==> config.mk <==
export PLATFORM = sky130hd
export DESIGN_NAME = cnv_i2c_port
export DESIGN_NICKNAME = d
export VERILOG_FILES = /design/src/logic/cnv_pkg.sv /design/src/logic/cnv_slew_if.sv /design/src/logic/cnv_i2c_port.sv /design/src/logic/cnv_pin_sync.sv /design/src/logic/cnv_ref_slew.sv
export SDC_FILE = /design/constraint.sdc
export NUM_CORES = 1
export LEC_CHECK = 0
export ABC_AREA = 1
export ABC_CLOCK_PERIOD_IN_PS = 3200
export BUFFER_PORTS_ARGS = -buffer_cell sky130_fd_sc_hd__buf_2
export CORE_MARGIN = 1.5
export CORE_UTILIZATION = 30
export DETAILED_ROUTE_END_ITERATION = 7
export PLACE_DENSITY = 0.48
export SYNTH_ARGS = -nofsm -noshare
export SYNTH_HDL_FRONTEND = slang
export SYNTH_SLANG_ARGS = --single-unit
==> constraint.sdc <==
create_clock -name ref_clk -period 3.2 [get_ports ref_clk]
set_input_delay 0.64 -clock ref_clk [delete_from_list [all_inputs] [get_ports ref_clk]]
set_output_delay 0.64 -clock ref_clk [all_outputs]
set_load 0.05 [all_outputs]
==> src/logic/cnv_pkg.sv <==
`default_nettype none
package cnv_pkg;
  // ==========================================================
  // clock and timing
  localparam int unsigned CLK_PERIOD_NS    = 8;
  localparam int unsigned BUS_FREE_NS      = 4700;
  localparam int unsigned BUS_FREE_CYC     = (BUS_FREE_NS + CLK_PERIOD_NS - 1) / CLK_PERIOD_NS;
  localparam int unsigned REF_SETTLE_NS    = 1000;
  localparam int unsigned REF_SETTLE_CYC   = (REF_SETTLE_NS + CLK_PERIOD_NS - 1) / CLK_PERIOD_NS;
  localparam int unsigned SLEW_STEP_NS     = 1000;
  localparam int unsigned SLEW_STEP_CYC    = (SLEW_STEP_NS + CLK_PERIOD_NS - 1) / CLK_PERIOD_NS;
  localparam int unsigned CNT_W            = 10;
  localparam int unsigned SLEW_CNT_W       = 16;

  // ==========================================================
  // register map
  localparam logic [7:0] ADDR_VOLTAGE_SELECT  = 8'h00;
  localparam logic [7:0] ADDR_SYS_CONTROL_ONE = 8'h01;
  localparam logic [7:0] ADDR_SYS_CONTROL_TWO = 8'h02;
  localparam logic [7:0] ADDR_CURRENT_READ    = 8'h03;
  localparam logic [7:0] ADDR_VOLTAGE_READ    = 8'h04;
  localparam logic [7:0] ADDR_CHIP_ID         = 8'h05;
  localparam logic [7:0] ADDR_FAULT_STATUS    = 8'h06;

  localparam logic [7:0] RST_VOLTAGE_SELECT   = 8'h9E;
  localparam logic [7:0] RST_SYS_CONTROL_ONE  = 8'h80;
  localparam logic [7:0] RST_SYS_CONTROL_TWO  = 8'h00;

  // field positions
  localparam int unsigned VS_LOOP_BIT   = 7;
  localparam int unsigned C1_SW_EN_BIT  = 7;
  localparam int unsigned C1_GO_BIT     = 6;
  localparam int unsigned C1_SLEW_HI    = 5;
  localparam int unsigned C1_SLEW_LO    = 3;
  localparam int unsigned C1_OVP_BIT    = 2;
  localparam int unsigned C1_OCP_BIT    = 1;
  localparam int unsigned C1_MODE_BIT   = 0;

  // slave address base, strap code selects low bits
  localparam logic [6:0] SLAVE_ADDR_BASE = 7'h60;
  localparam logic [15:0] FB_REF_MV      = 16'h0258;
  localparam logic [3:0] STATUS_RSVD     = 4'h0;

  typedef enum logic [2:0] {
    CNV_P_OFF   = 3'b000,
    CNV_P_REF   = 3'b001,
    CNV_P_REG   = 3'b011,
    CNV_P_SOFT  = 3'b010,
    CNV_P_RUN   = 3'b110,
    CNV_P_BLOCK = 3'b111,
    CNV_P_PULL  = 3'b101
  } cnv_pwr_e;

  typedef enum logic [2:0] {
    CNV_I_IDLE = 3'b000,
    CNV_I_RX   = 3'b001,
    CNV_I_ACK  = 3'b011,
    CNV_I_TX   = 3'b010,
    CNV_I_MACK = 3'b110
  } cnv_i2c_e;
endpackage
`default_nettype wire

==> src/logic/cnv_slew_if.sv <==
`default_nettype none
interface cnv_slew_if;
  logic       load_now;
  logic       start;
  logic [6:0] target;
  logic [2:0] rate;
  logic [6:0] code;
  logic       busy;
  logic       done;
  modport ctrl (output load_now, output start, output target, output rate,
                input code, input busy, input done);
  modport slew (input load_now, input start, input target, input rate,
                output code, output busy, output done);
endinterface
`default_nettype wire

==> src/logic/cnv_i2c_port.sv <==
`default_nettype none
// Functional notes
// - feedback soft-start first, then accept bus traffic
// - feedback reference fixed, never register writable
// - no traffic means feedback-only operation
// - feedback to register loop applies code immediately
// - register loop slews reference at chosen rate
// - four slave addresses from strap level
// - first byte is address plus direction
// - data stable while clock high
// - start and stop detected on data edges
// - bus busy until free time after stop
// - eight bits then acknowledge slot
// - device acknowledges its own address and every byte after it
// - commit data on falling edge ending LSB
// - reference starts before internal regulator
// - faults block path, then pull down
// - register zero holds loop bit and code
// - control one holds enable, arm, slew, modes
// - control two holds deglitch, soft stop, limit
// - read-only current, voltage, identification bytes
// - read-only status flags, upper bits reserved
// - arm bit clears when voltage command completes
module cnv_i2c_port
  import cnv_pkg::*;
#(
  parameter logic [3:0] VENDOR_ID  = 4'h5, // arbitrary value
  parameter logic [3:0] DIE_ID     = 4'hA, // arbitrary value
  parameter int unsigned FREE_CYC  = BUS_FREE_CYC,
  parameter int unsigned SETTLE_CYC = REF_SETTLE_CYC
) (
  input  wire logic        ref_clk,
  input  wire logic        reset_n,
  input  wire logic        clk_en,
  input  wire logic        scl_in,
  input  wire logic        sda_in,
  output logic             sda_out,
  output logic             sda_oe,
  input  wire logic [1:0]  address_strap_pin,
  input  wire logic        input_supply_ok,
  input  wire logic        internal_supply_ok,
  input  wire logic        thermal_shutdown_flag,
  input  wire logic        thermal_warning_flag,
  input  wire logic        current_fault_flag,
  input  wire logic        power_good_status,
  input  wire logic        overvoltage_latched,
  input  wire logic        overcurrent_latched,
  input  wire logic        soft_start_done,
  input  wire logic [7:0]  current_measure,
  input  wire logic [7:0]  voltage_measure,
  output logic             reference_enable,
  output logic             regulator_enable,
  output logic             signal_path_block,
  output logic             error_amp_pulldown,
  output logic             feedback_path_enable,
  output logic [15:0]      feedback_ref_mv,
  output logic [6:0]       reference_code,
  output logic             slew_busy,
  output logic             switching_enable,
  output logic [2:0]       slew_rate,
  output logic             overvoltage_auto_retry,
  output logic             overcurrent_hiccup_select,
  output logic             light_load_mode,
  output logic [7:0]       system_control_two,
  output logic             bus_busy
);
  typedef struct packed {
    cnv_pwr_e         pwr;
    logic [CNT_W-1:0] pcnt;
    cnv_i2c_e         st;
    logic [3:0]       bitcnt;
    logic [7:0]       shreg;
    logic [1:0]       byte_idx;
    logic             rw;
    logic [7:0]       ptr;
    logic             sda_drive;
    logic             scl_d;
    logic             sda_d;
    logic             busy;
    logic [CNT_W-1:0] free_cnt;
    logic [7:0]       voltage_select;
    logic [7:0]       ctl1;
    logic [7:0]       ctl2;
    logic             load_now;
    logic             start;
    logic [6:0]       target;
  } cnv_top_s;

  cnv_top_s   r;
  cnv_top_s   next_r;
  logic [1:0] line_q;
  logic       scl;
  logic       sda;
  logic       fault;
  logic       supplies_up;
  logic [6:0] my_addr;
  logic [7:0] rd_data;
  logic       scl_rise;
  logic       scl_fall;
  logic       bus_start;
  logic       bus_stop;

  cnv_slew_if slew_bus ();

  // ==========================================================
  // pin conditioning
  cnv_pin_sync #(.W(2), .IDLE(2'b11)) u_sync (
    .ref_clk (ref_clk),
    .reset_n (reset_n),
    .clk_en  (clk_en),
    .din     ({scl_in, sda_in}),
    .dout    (line_q)
  );

  cnv_ref_slew u_slew (
    .ref_clk (ref_clk),
    .reset_n (reset_n),
    .clk_en  (clk_en),
    .sl      (slew_bus.slew)
  );

  assign scl = line_q[1];
  assign sda = line_q[0];

  // edges taken on filtered lines only
  assign scl_rise  = scl & ~r.scl_d;
  assign scl_fall  = ~scl & r.scl_d;
  assign bus_start = scl & r.scl_d & r.sda_d & ~sda;
  assign bus_stop  = scl & r.scl_d & ~r.sda_d & sda;

  assign my_addr     = SLAVE_ADDR_BASE | {4'h0, address_strap_pin, 1'b0};
  assign supplies_up = input_supply_ok & internal_supply_ok;
  assign fault       = ~supplies_up | thermal_shutdown_flag
                     | overvoltage_latched | overcurrent_latched;

  // read mux, unmapped offsets read zero
  always_comb begin
    unique case (r.ptr)
      ADDR_VOLTAGE_SELECT:  rd_data = r.voltage_select;
      ADDR_SYS_CONTROL_ONE: rd_data = r.ctl1;
      ADDR_SYS_CONTROL_TWO: rd_data = r.ctl2;
      ADDR_CURRENT_READ:    rd_data = current_measure;
      ADDR_VOLTAGE_READ:    rd_data = voltage_measure;
      ADDR_CHIP_ID:         rd_data = {VENDOR_ID, DIE_ID};
      ADDR_FAULT_STATUS:    rd_data = {STATUS_RSVD, current_fault_flag, thermal_warning_flag,
                                       thermal_shutdown_flag, power_good_status};
      default:              rd_data = 8'h00;
    endcase
  end

  // ==========================================================
  // next state: power sequence, bus engine, registers
  always_comb begin
    next_r          = r;
    next_r.scl_d    = scl;
    next_r.sda_d    = sda;
    next_r.load_now = 1'b0;
    next_r.start    = 1'b0;

    // power sequence
    unique case (r.pwr)
      CNV_P_OFF: begin
        if (!fault) begin
          next_r.pwr  = CNV_P_REF;
          next_r.pcnt = '0;
        end
      end
      CNV_P_REF: begin
        if (fault) begin
          next_r.pwr = CNV_P_BLOCK;
        end else if (r.pcnt >= CNT_W'(SETTLE_CYC - 1)) begin
          next_r.pwr = CNV_P_REG;
        end else begin
          next_r.pcnt = r.pcnt + CNT_W'(1);
        end
      end
      CNV_P_REG: begin
        if (fault) begin
          next_r.pwr = CNV_P_BLOCK;
        end else begin
          next_r.pwr = CNV_P_SOFT;
        end
      end
      CNV_P_SOFT: begin
        if (fault) begin
          next_r.pwr = CNV_P_BLOCK;
        end else if (soft_start_done) begin
          next_r.pwr = CNV_P_RUN;
        end
      end
      CNV_P_RUN: begin
        if (fault) begin
          next_r.pwr = CNV_P_BLOCK;
        end
      end
      CNV_P_BLOCK: begin
        next_r.pwr = CNV_P_PULL;
      end
      CNV_P_PULL: begin
        if (!fault) begin
          next_r.pwr = CNV_P_OFF;
        end
      end
      default: next_r.pwr = CNV_P_OFF;
    endcase

    // bus busy from start until free time after stop
    if (bus_start) begin
      next_r.busy     = 1'b1;
      next_r.free_cnt = '0;
    end else if (r.busy && !r.sda_d && bus_stop) begin
      next_r.free_cnt = CNT_W'(1);
    end else if (r.free_cnt != '0) begin
      if (r.free_cnt >= CNT_W'(FREE_CYC)) begin
        next_r.busy     = 1'b0;
        next_r.free_cnt = '0;
      end else begin
        next_r.free_cnt = r.free_cnt + CNT_W'(1);
      end
    end

    // arm bit clears when slewed command completes
    if (slew_bus.done) begin
      next_r.ctl1[C1_GO_BIT] = 1'b0;
    end

    // byte engine
    if (r.pwr != CNV_P_RUN || bus_stop) begin
      next_r.st        = CNV_I_IDLE;
      next_r.sda_drive = 1'b0;
    end else if (bus_start) begin
      next_r.st        = CNV_I_RX;
      next_r.bitcnt    = '0;
      next_r.byte_idx  = '0;
      next_r.sda_drive = 1'b0;
    end else begin
      unique case (r.st)
        CNV_I_IDLE: begin
          next_r.sda_drive = 1'b0;
        end
        CNV_I_RX: begin
          if (scl_rise) begin
            next_r.shreg  = {r.shreg[6:0], sda};
            next_r.bitcnt = r.bitcnt + 4'h1;
          end else if (scl_fall && r.bitcnt == 4'h8) begin
            next_r.bitcnt = '0;
            next_r.st     = CNV_I_ACK;
            next_r.sda_drive = 1'b1;
            if (r.byte_idx == 2'd0) begin
              next_r.rw = r.shreg[0];
              if (r.shreg[7:1] != my_addr) begin
                next_r.st        = CNV_I_IDLE;
                next_r.sda_drive = 1'b0;
              end
            end else if (r.byte_idx == 2'd1) begin
              next_r.ptr = r.shreg;
            end else begin
              // data byte commit on this falling edge
              unique case (r.ptr)
                ADDR_VOLTAGE_SELECT: begin
                  next_r.voltage_select   = r.shreg;
                  next_r.target = r.shreg[6:0];
                  if (r.voltage_select[VS_LOOP_BIT] && !r.shreg[VS_LOOP_BIT]) begin
                    next_r.load_now = 1'b1;
                  end else if (!r.shreg[VS_LOOP_BIT] && r.ctl1[C1_GO_BIT]) begin
                    next_r.start = 1'b1;
                  end
                end
                ADDR_SYS_CONTROL_ONE: next_r.ctl1 = r.shreg;
                ADDR_SYS_CONTROL_TWO: next_r.ctl2 = r.shreg;
                default: next_r.ctl2 = r.ctl2; // read-only or unmapped ignored
              endcase
            end
            if (r.byte_idx != 2'd3) begin
              next_r.byte_idx = r.byte_idx + 2'd1;
            end
          end
        end
        CNV_I_ACK: begin
          if (scl_fall) begin
            if (r.rw) begin
              next_r.st        = CNV_I_TX;
              next_r.shreg     = rd_data;
              next_r.sda_drive = ~rd_data[7];
            end else begin
              next_r.st        = CNV_I_RX;
              next_r.sda_drive = 1'b0;
            end
          end
        end
        CNV_I_TX: begin
          if (scl_fall) begin
            if (r.bitcnt == 4'h7) begin
              next_r.bitcnt    = '0;
              next_r.sda_drive = 1'b0;
              next_r.st        = CNV_I_MACK;
            end else begin
              next_r.bitcnt    = r.bitcnt + 4'h1;
              next_r.shreg     = {r.shreg[6:0], 1'b0};
              next_r.sda_drive = ~r.shreg[6];
            end
          end
        end
        CNV_I_MACK: begin
          if (scl_rise) begin
            if (sda) begin
              next_r.st = CNV_I_IDLE; // master refused, stop sending
            end else begin
              next_r.bitcnt = 4'h8;
            end
          end else if (scl_fall && r.bitcnt == 4'h8) begin
            next_r.bitcnt    = '0;
            next_r.st        = CNV_I_TX;
            next_r.shreg     = rd_data;
            next_r.sda_drive = ~rd_data[7];
          end
        end
        default: begin
          next_r.st        = CNV_I_IDLE;
          next_r.sda_drive = 1'b0;
        end
      endcase
    end
  end

  // ==========================================================
  // state register, reset acts even with enable low, enable low holds state
  always_ff @(posedge ref_clk or negedge reset_n) begin
    if (!reset_n) begin
      r          <= '0;
      r.pwr      <= CNV_P_OFF;
      r.st       <= CNV_I_IDLE;
      r.scl_d    <= 1'b1;
      r.sda_d    <= 1'b1;
      r.voltage_select     <= RST_VOLTAGE_SELECT;
      r.ctl1     <= RST_SYS_CONTROL_ONE;
      r.ctl2     <= RST_SYS_CONTROL_TWO;
      r.target   <= RST_VOLTAGE_SELECT[6:0];
    end else if (clk_en) begin
      r <= next_r;
    end
  end

  // ==========================================================
  // slew control and outputs
  assign slew_bus.load_now = r.load_now;
  assign slew_bus.start    = r.start;
  assign slew_bus.target   = r.target;
  assign slew_bus.rate     = r.ctl1[C1_SLEW_HI:C1_SLEW_LO];

  assign sda_out   = 1'b0; // open drain, only ever pulls low
  assign sda_oe    = r.sda_drive;
  assign bus_busy  = r.busy;

  assign reference_enable   = (r.pwr == CNV_P_REF) | (r.pwr == CNV_P_REG)
                            | (r.pwr == CNV_P_SOFT) | (r.pwr == CNV_P_RUN);
  assign regulator_enable   = (r.pwr == CNV_P_REG) | (r.pwr == CNV_P_SOFT)
                            | (r.pwr == CNV_P_RUN);
  assign signal_path_block  = (r.pwr == CNV_P_BLOCK) | (r.pwr == CNV_P_PULL);
  assign error_amp_pulldown = (r.pwr == CNV_P_PULL);

  // feedback reference is a constant, no write path reaches it
  assign feedback_ref_mv      = FB_REF_MV;
  assign feedback_path_enable = r.voltage_select[VS_LOOP_BIT];
  assign reference_code       = slew_bus.code;
  assign slew_busy            = slew_bus.busy;

  assign switching_enable          = r.ctl1[C1_SW_EN_BIT];
  assign slew_rate                 = r.ctl1[C1_SLEW_HI:C1_SLEW_LO];
  assign overvoltage_auto_retry    = r.ctl1[C1_OVP_BIT];
  assign overcurrent_hiccup_select = r.ctl1[C1_OCP_BIT];
  assign light_load_mode           = r.ctl1[C1_MODE_BIT];
  assign system_control_two        = r.ctl2;
endmodule
`default_nettype wire

==> src/logic/cnv_pin_sync.sv <==
`default_nettype none
module cnv_pin_sync #(
  parameter int unsigned W = 2,
  parameter logic [W-1:0] IDLE = '1
) (
  input  wire logic         ref_clk,
  input  wire logic         reset_n,
  input  wire logic         clk_en,
  input  wire logic [W-1:0] din,
  output logic      [W-1:0] dout
);
  typedef struct packed {
    logic [W-1:0] s1;
    logic [W-1:0] s2;
    logic [W-1:0] s3;
    logic [W-1:0] q;
  } cnv_sync_s;

  cnv_sync_s r;
  cnv_sync_s next_r;

  // ==========================================================
  // three stages, output moves only when stages two and three agree
  always_comb begin
    next_r    = r;
    next_r.s1 = din;
    next_r.s2 = r.s1;
    next_r.s3 = r.s2;
    for (int i = 0; i < W; i++) begin
      if (r.s2[i] == r.s3[i]) begin
        next_r.q[i] = r.s3[i]; // filters single-sample glitches
      end
    end
  end

  always_ff @(posedge ref_clk or negedge reset_n) begin
    if (!reset_n) begin
      r <= {IDLE, IDLE, IDLE, IDLE};
    end else if (clk_en) begin
      r <= next_r;
    end
  end

  assign dout = r.q;
endmodule
`default_nettype wire

==> src/logic/cnv_ref_slew.sv <==
`default_nettype none
module cnv_ref_slew
  import cnv_pkg::*;
#(
  parameter int unsigned STEP_CYC = SLEW_STEP_CYC
) (
  input  wire logic ref_clk,
  input  wire logic reset_n,
  input  wire logic clk_en,
  cnv_slew_if.slew  sl
);
  typedef struct packed {
    logic [6:0]            cur;
    logic [6:0]            tgt;
    logic [SLEW_CNT_W-1:0] cnt;
    logic                  busy;
    logic                  done;
  } cnv_slew_s;

  cnv_slew_s             r;
  cnv_slew_s             next_r;
  logic [SLEW_CNT_W-1:0] period;

  // step period doubles with each rate code
  assign period = SLEW_CNT_W'(STEP_CYC) << sl.rate;

  // ==========================================================
  // reference walks one code per period toward target
  always_comb begin
    next_r      = r;
    next_r.done = 1'b0;
    if (sl.load_now) begin
      next_r.cur  = sl.target;
      next_r.tgt  = sl.target;
      next_r.busy = 1'b0;
    end else if (sl.start) begin
      next_r.tgt  = sl.target;
      next_r.busy = 1'b1;
      next_r.cnt  = '0;
    end else if (r.busy) begin
      if (r.cur == r.tgt) begin
        next_r.busy = 1'b0;
        next_r.done = 1'b1;
      end else if (r.cnt >= period - SLEW_CNT_W'(1)) begin
        next_r.cnt = '0;
        next_r.cur = (r.cur < r.tgt) ? r.cur + 7'h01 : r.cur - 7'h01;
      end else begin
        next_r.cnt = r.cnt + SLEW_CNT_W'(1);
      end
    end
  end

  always_ff @(posedge ref_clk or negedge reset_n) begin
    if (!reset_n) begin
      r <= {RST_VOLTAGE_SELECT[6:0], RST_VOLTAGE_SELECT[6:0], {SLEW_CNT_W{1'b0}}, 2'b00};
    end else if (clk_en) begin
      r <= next_r;
    end
  end

  assign sl.code = r.cur;
  assign sl.busy = r.busy;
  assign sl.done = r.done;
endmodule
`default_nettype wire

==> summary.txt <==
status - complete, no violations
Placer Congestion - 0.828
CTS tree - yes
crit end category - flip-flop
Final setup viols - 0
clock root buffer - clkbuf_16
insertion delay to the later sink of the worst-skew pair - 430 ps
Post-synth ARST share - 100%
post-CTS sizing - 0
fraction of power consumed by sequential logic - 33.0%
largest stage delay on the critical path - 520 ps
CP Max Fanout - 7
die width - 166 um
number of synthesized flops with an enable pin - 0
P_sw - 0.00258 W
final setup TNS - 0 ps
Synth area leader - dfrtp_1
Via Count - 6816
Die Height - 166 um
synth top area cells - dfrtp_1 (30%), nand2_1 (13%), dfstp_2 (7.9%)
Netlist cell types - 52
Slew Viols, Final - 0
Sw Ratio - 41.2%
Starting Density - 30.7%
share of layout cells above drive strength 1 - 18.1%
Iter 0 DRT Violations - 452
worst hold path type - in2async
Row Count - 59
Post-CTS Setup Bufs - 0
Worst Hold Margin - 65.0 ps
max_cap viols - 0
unrepaired setup endpoints after global routing - false
# IOs - 79
Max Freq - 382 MHz
clk buf depth - 2
number of global-route vias before repair - 6595
ant diodes - 0
total clock sinks - 119
final net count - 1208
TritonRoute pass-1 iters - 5
post-synthesis cell count - 1085
worst setup path class - reg2reg
crit-path cells - inv_1, ha_1, a21oi_1, nand2_1, nand2_1, nand2_1, ha_1, a21oi_1, o21ai_0, nor2_1, nand3_1, nand3_1, nand2_1, nand3_1, nand2_1
CTS Buf Count - 17
Slowest-stage cell, CP - dfstp_2
Top FF cell, synth - dfrtp_1
vias per cell - 4.59
commonest non-fill, non-tap cell in the layout - nand2_1
antenna violations before repair - 0
Slew headroom - 59.4%
Detailed Route WL - 20700 um
hold_buf cts - 0
Pwr Density - 691 nW/um2
final hold violations - 0
Leak Pwr - 4.44 nW
IO Port Bufs - 61
most used cell, CP - nand2_1
Worst Skew - 17.4 ps
DRC errors left - 0
WL/cell - 13.9 um
worst path buffer plus inverter count - 1
clock network fraction of design power - 31.5%
gr usage total - 15.7%
yosys warns - 0
Antenna Nets Post-Route - 0
H-tree depth - 4
clock-pin slew on the worst setup and hold paths - 60 ps
Die Area - 27600 um2
register area share after synthesis - 37.7%
Comb pwr share - 35.5%
area delta synth->final - 13.5%
final cycle utilization of the critical path - 81.8%
first-pass GRT wire length - 34800 um
Post-Syn Area - 7990 um2
syn avg cell area - 7.36 um2
R2R setup slack - 580 ps
Synth top area share - 29.8%
Max VDD drop - 0.320 mV
minimum clock period - 2620 ps
core area - 26100 um2
most frequent cells in the layout - nand2_1 (275), nor2_1 (134), inv_1 (131)
number of fill cells - 2784
HPWL Detailed - 15800 um
kind of cell adding the most delay to the critical path - simple AND/OR/NAND/NOR gates
Crit path required time - 3510 ps
FF+latch count, synth - 119
GRT overflow - 0
Critical Path Source Type - flip-flop
slew of the pin with the lowest slew margin - 606 ps
pin count of the biggest net entering global routing - 50
Pint - 0.00368 W
crit path DAT - 2930 ps
-- through the flow --
stage / util [%] / total power, W / cells / instance area, um2 / setup slack, ps
4_1_cts: 34.8 / 0.00634 / 1485 / 9070 / 581
5_1_grt: 34.8 / 0.00674 / 1485 / 9070 / 350
3_5_place_dp: 32.5 / 0.00433 / 1453 / 8470 / 603
3_3_place_gp: 32.5 / 0.00433 / 1453 / 8470 / 644
6_report: 34.8 / 0.00626 / 1485 / 9070 / 583
2_1_floorplan: - / 0.00385 / 1102 / 8050 / 848
-- synthesized netlist by cell type, types with 9 or more instances --
cell type / count
inv_1: 131
nor3_1: 19
dfrtp_1: 95
a21oi_1: 32
o21ai_2: 27
nand2_1: 275
nor2_1: 134
xor2_1: 11
o22ai_1: 12
dfstp_2: 24
ha_1: 38
buf_4: 35
o21ai_0: 62
o21ai_1: 13
inv_2: 17
nor2_2: 9
nand3_1: 58
nand4_1: 16
-- routing by layer --
metal / global-route usage (%) / vias to the layer above / routed length (um)
met5: 0 / - / 0
met4: 4.11 / 0 / 230
met3: 3.31 / 20 / 776
met2: 26.1 / 102 / 9750
met1: 20.6 / 3149 / 9950
li1: - / 3545 / -
-- final cells by class --
class	instances	area (um2)	area share (%)
clock inverters	14	164	1.81
well taps	335	419	4.62
inverters	152	576	6.35
flip-flops and latches	119	3010	33.2
clock buffers	18	429	4.73
multi-input cells	779	4100	45.2
repair buffers	68	373	4.11
-- registers in the layout, indices dropped and copies added (netlist names), 2 cells and up --
signal,flops
r,59
slew_rate,3
system_control_two,8
u_slew.r,23
u_slew.sl.code,7
u_sync.dout,2
u_sync.next_r,4
u_sync.r,2
-- path summary, 6_finish.rpt --
kind,cells after the start,to,startpoint
setup / recovery,15,u_slew.sl.code[6]$_DFFE_PN0P_,u_slew.r[20]$_DFFE_PN1P_
hold / removal,1,u_slew.r[17]$_DFFE_PN0P_,reset_n
setup reg to reg,15,u_slew.sl.code[6]$_DFFE_PN0P_,u_slew.r[20]$_DFFE_PN1P_
hold reg to reg,2,u_sync.r[3]$_DFFE_PN1P_,u_sync.r[3]$_DFFE_PN1P_
max in group asynchronous,2,r[45]$_DFFE_PN1P_,reset_n
min in group ref_clk,3,u_sync.next_r[4]$_DFFE_PN1P_,sda_in
-- power by group through the flow --
stage / sequential [W] / combinational (W) / clock, W
floorplan: 0.00203 / 0.00182 / 0
global placement: 0.00209 / 0.00224 / 0
detailed placement: 0.00209 / 0.00224 / 0
CTS: 0.00207 / 0.00225 / 0.00203
global route: 0.00211 / 0.00253 / 0.00210
finish: 0.00207 / 0.00222 / 0.00197
-- kinds of logic (layout without fill, tap and decap cells) --
kind of cell,count (synthesis),count (layout),share of synthesized area (%)
simple gates,542,542,30.1
fa+ha+maj,39,39,6.20
other cells,2,19,0.0940
buf+inv,204,252,11.8
xor+xnor,14,14,1.54
flops,119,119,37.7
compound gates,165,165,12.6
(Power assumes the default switching activity.)
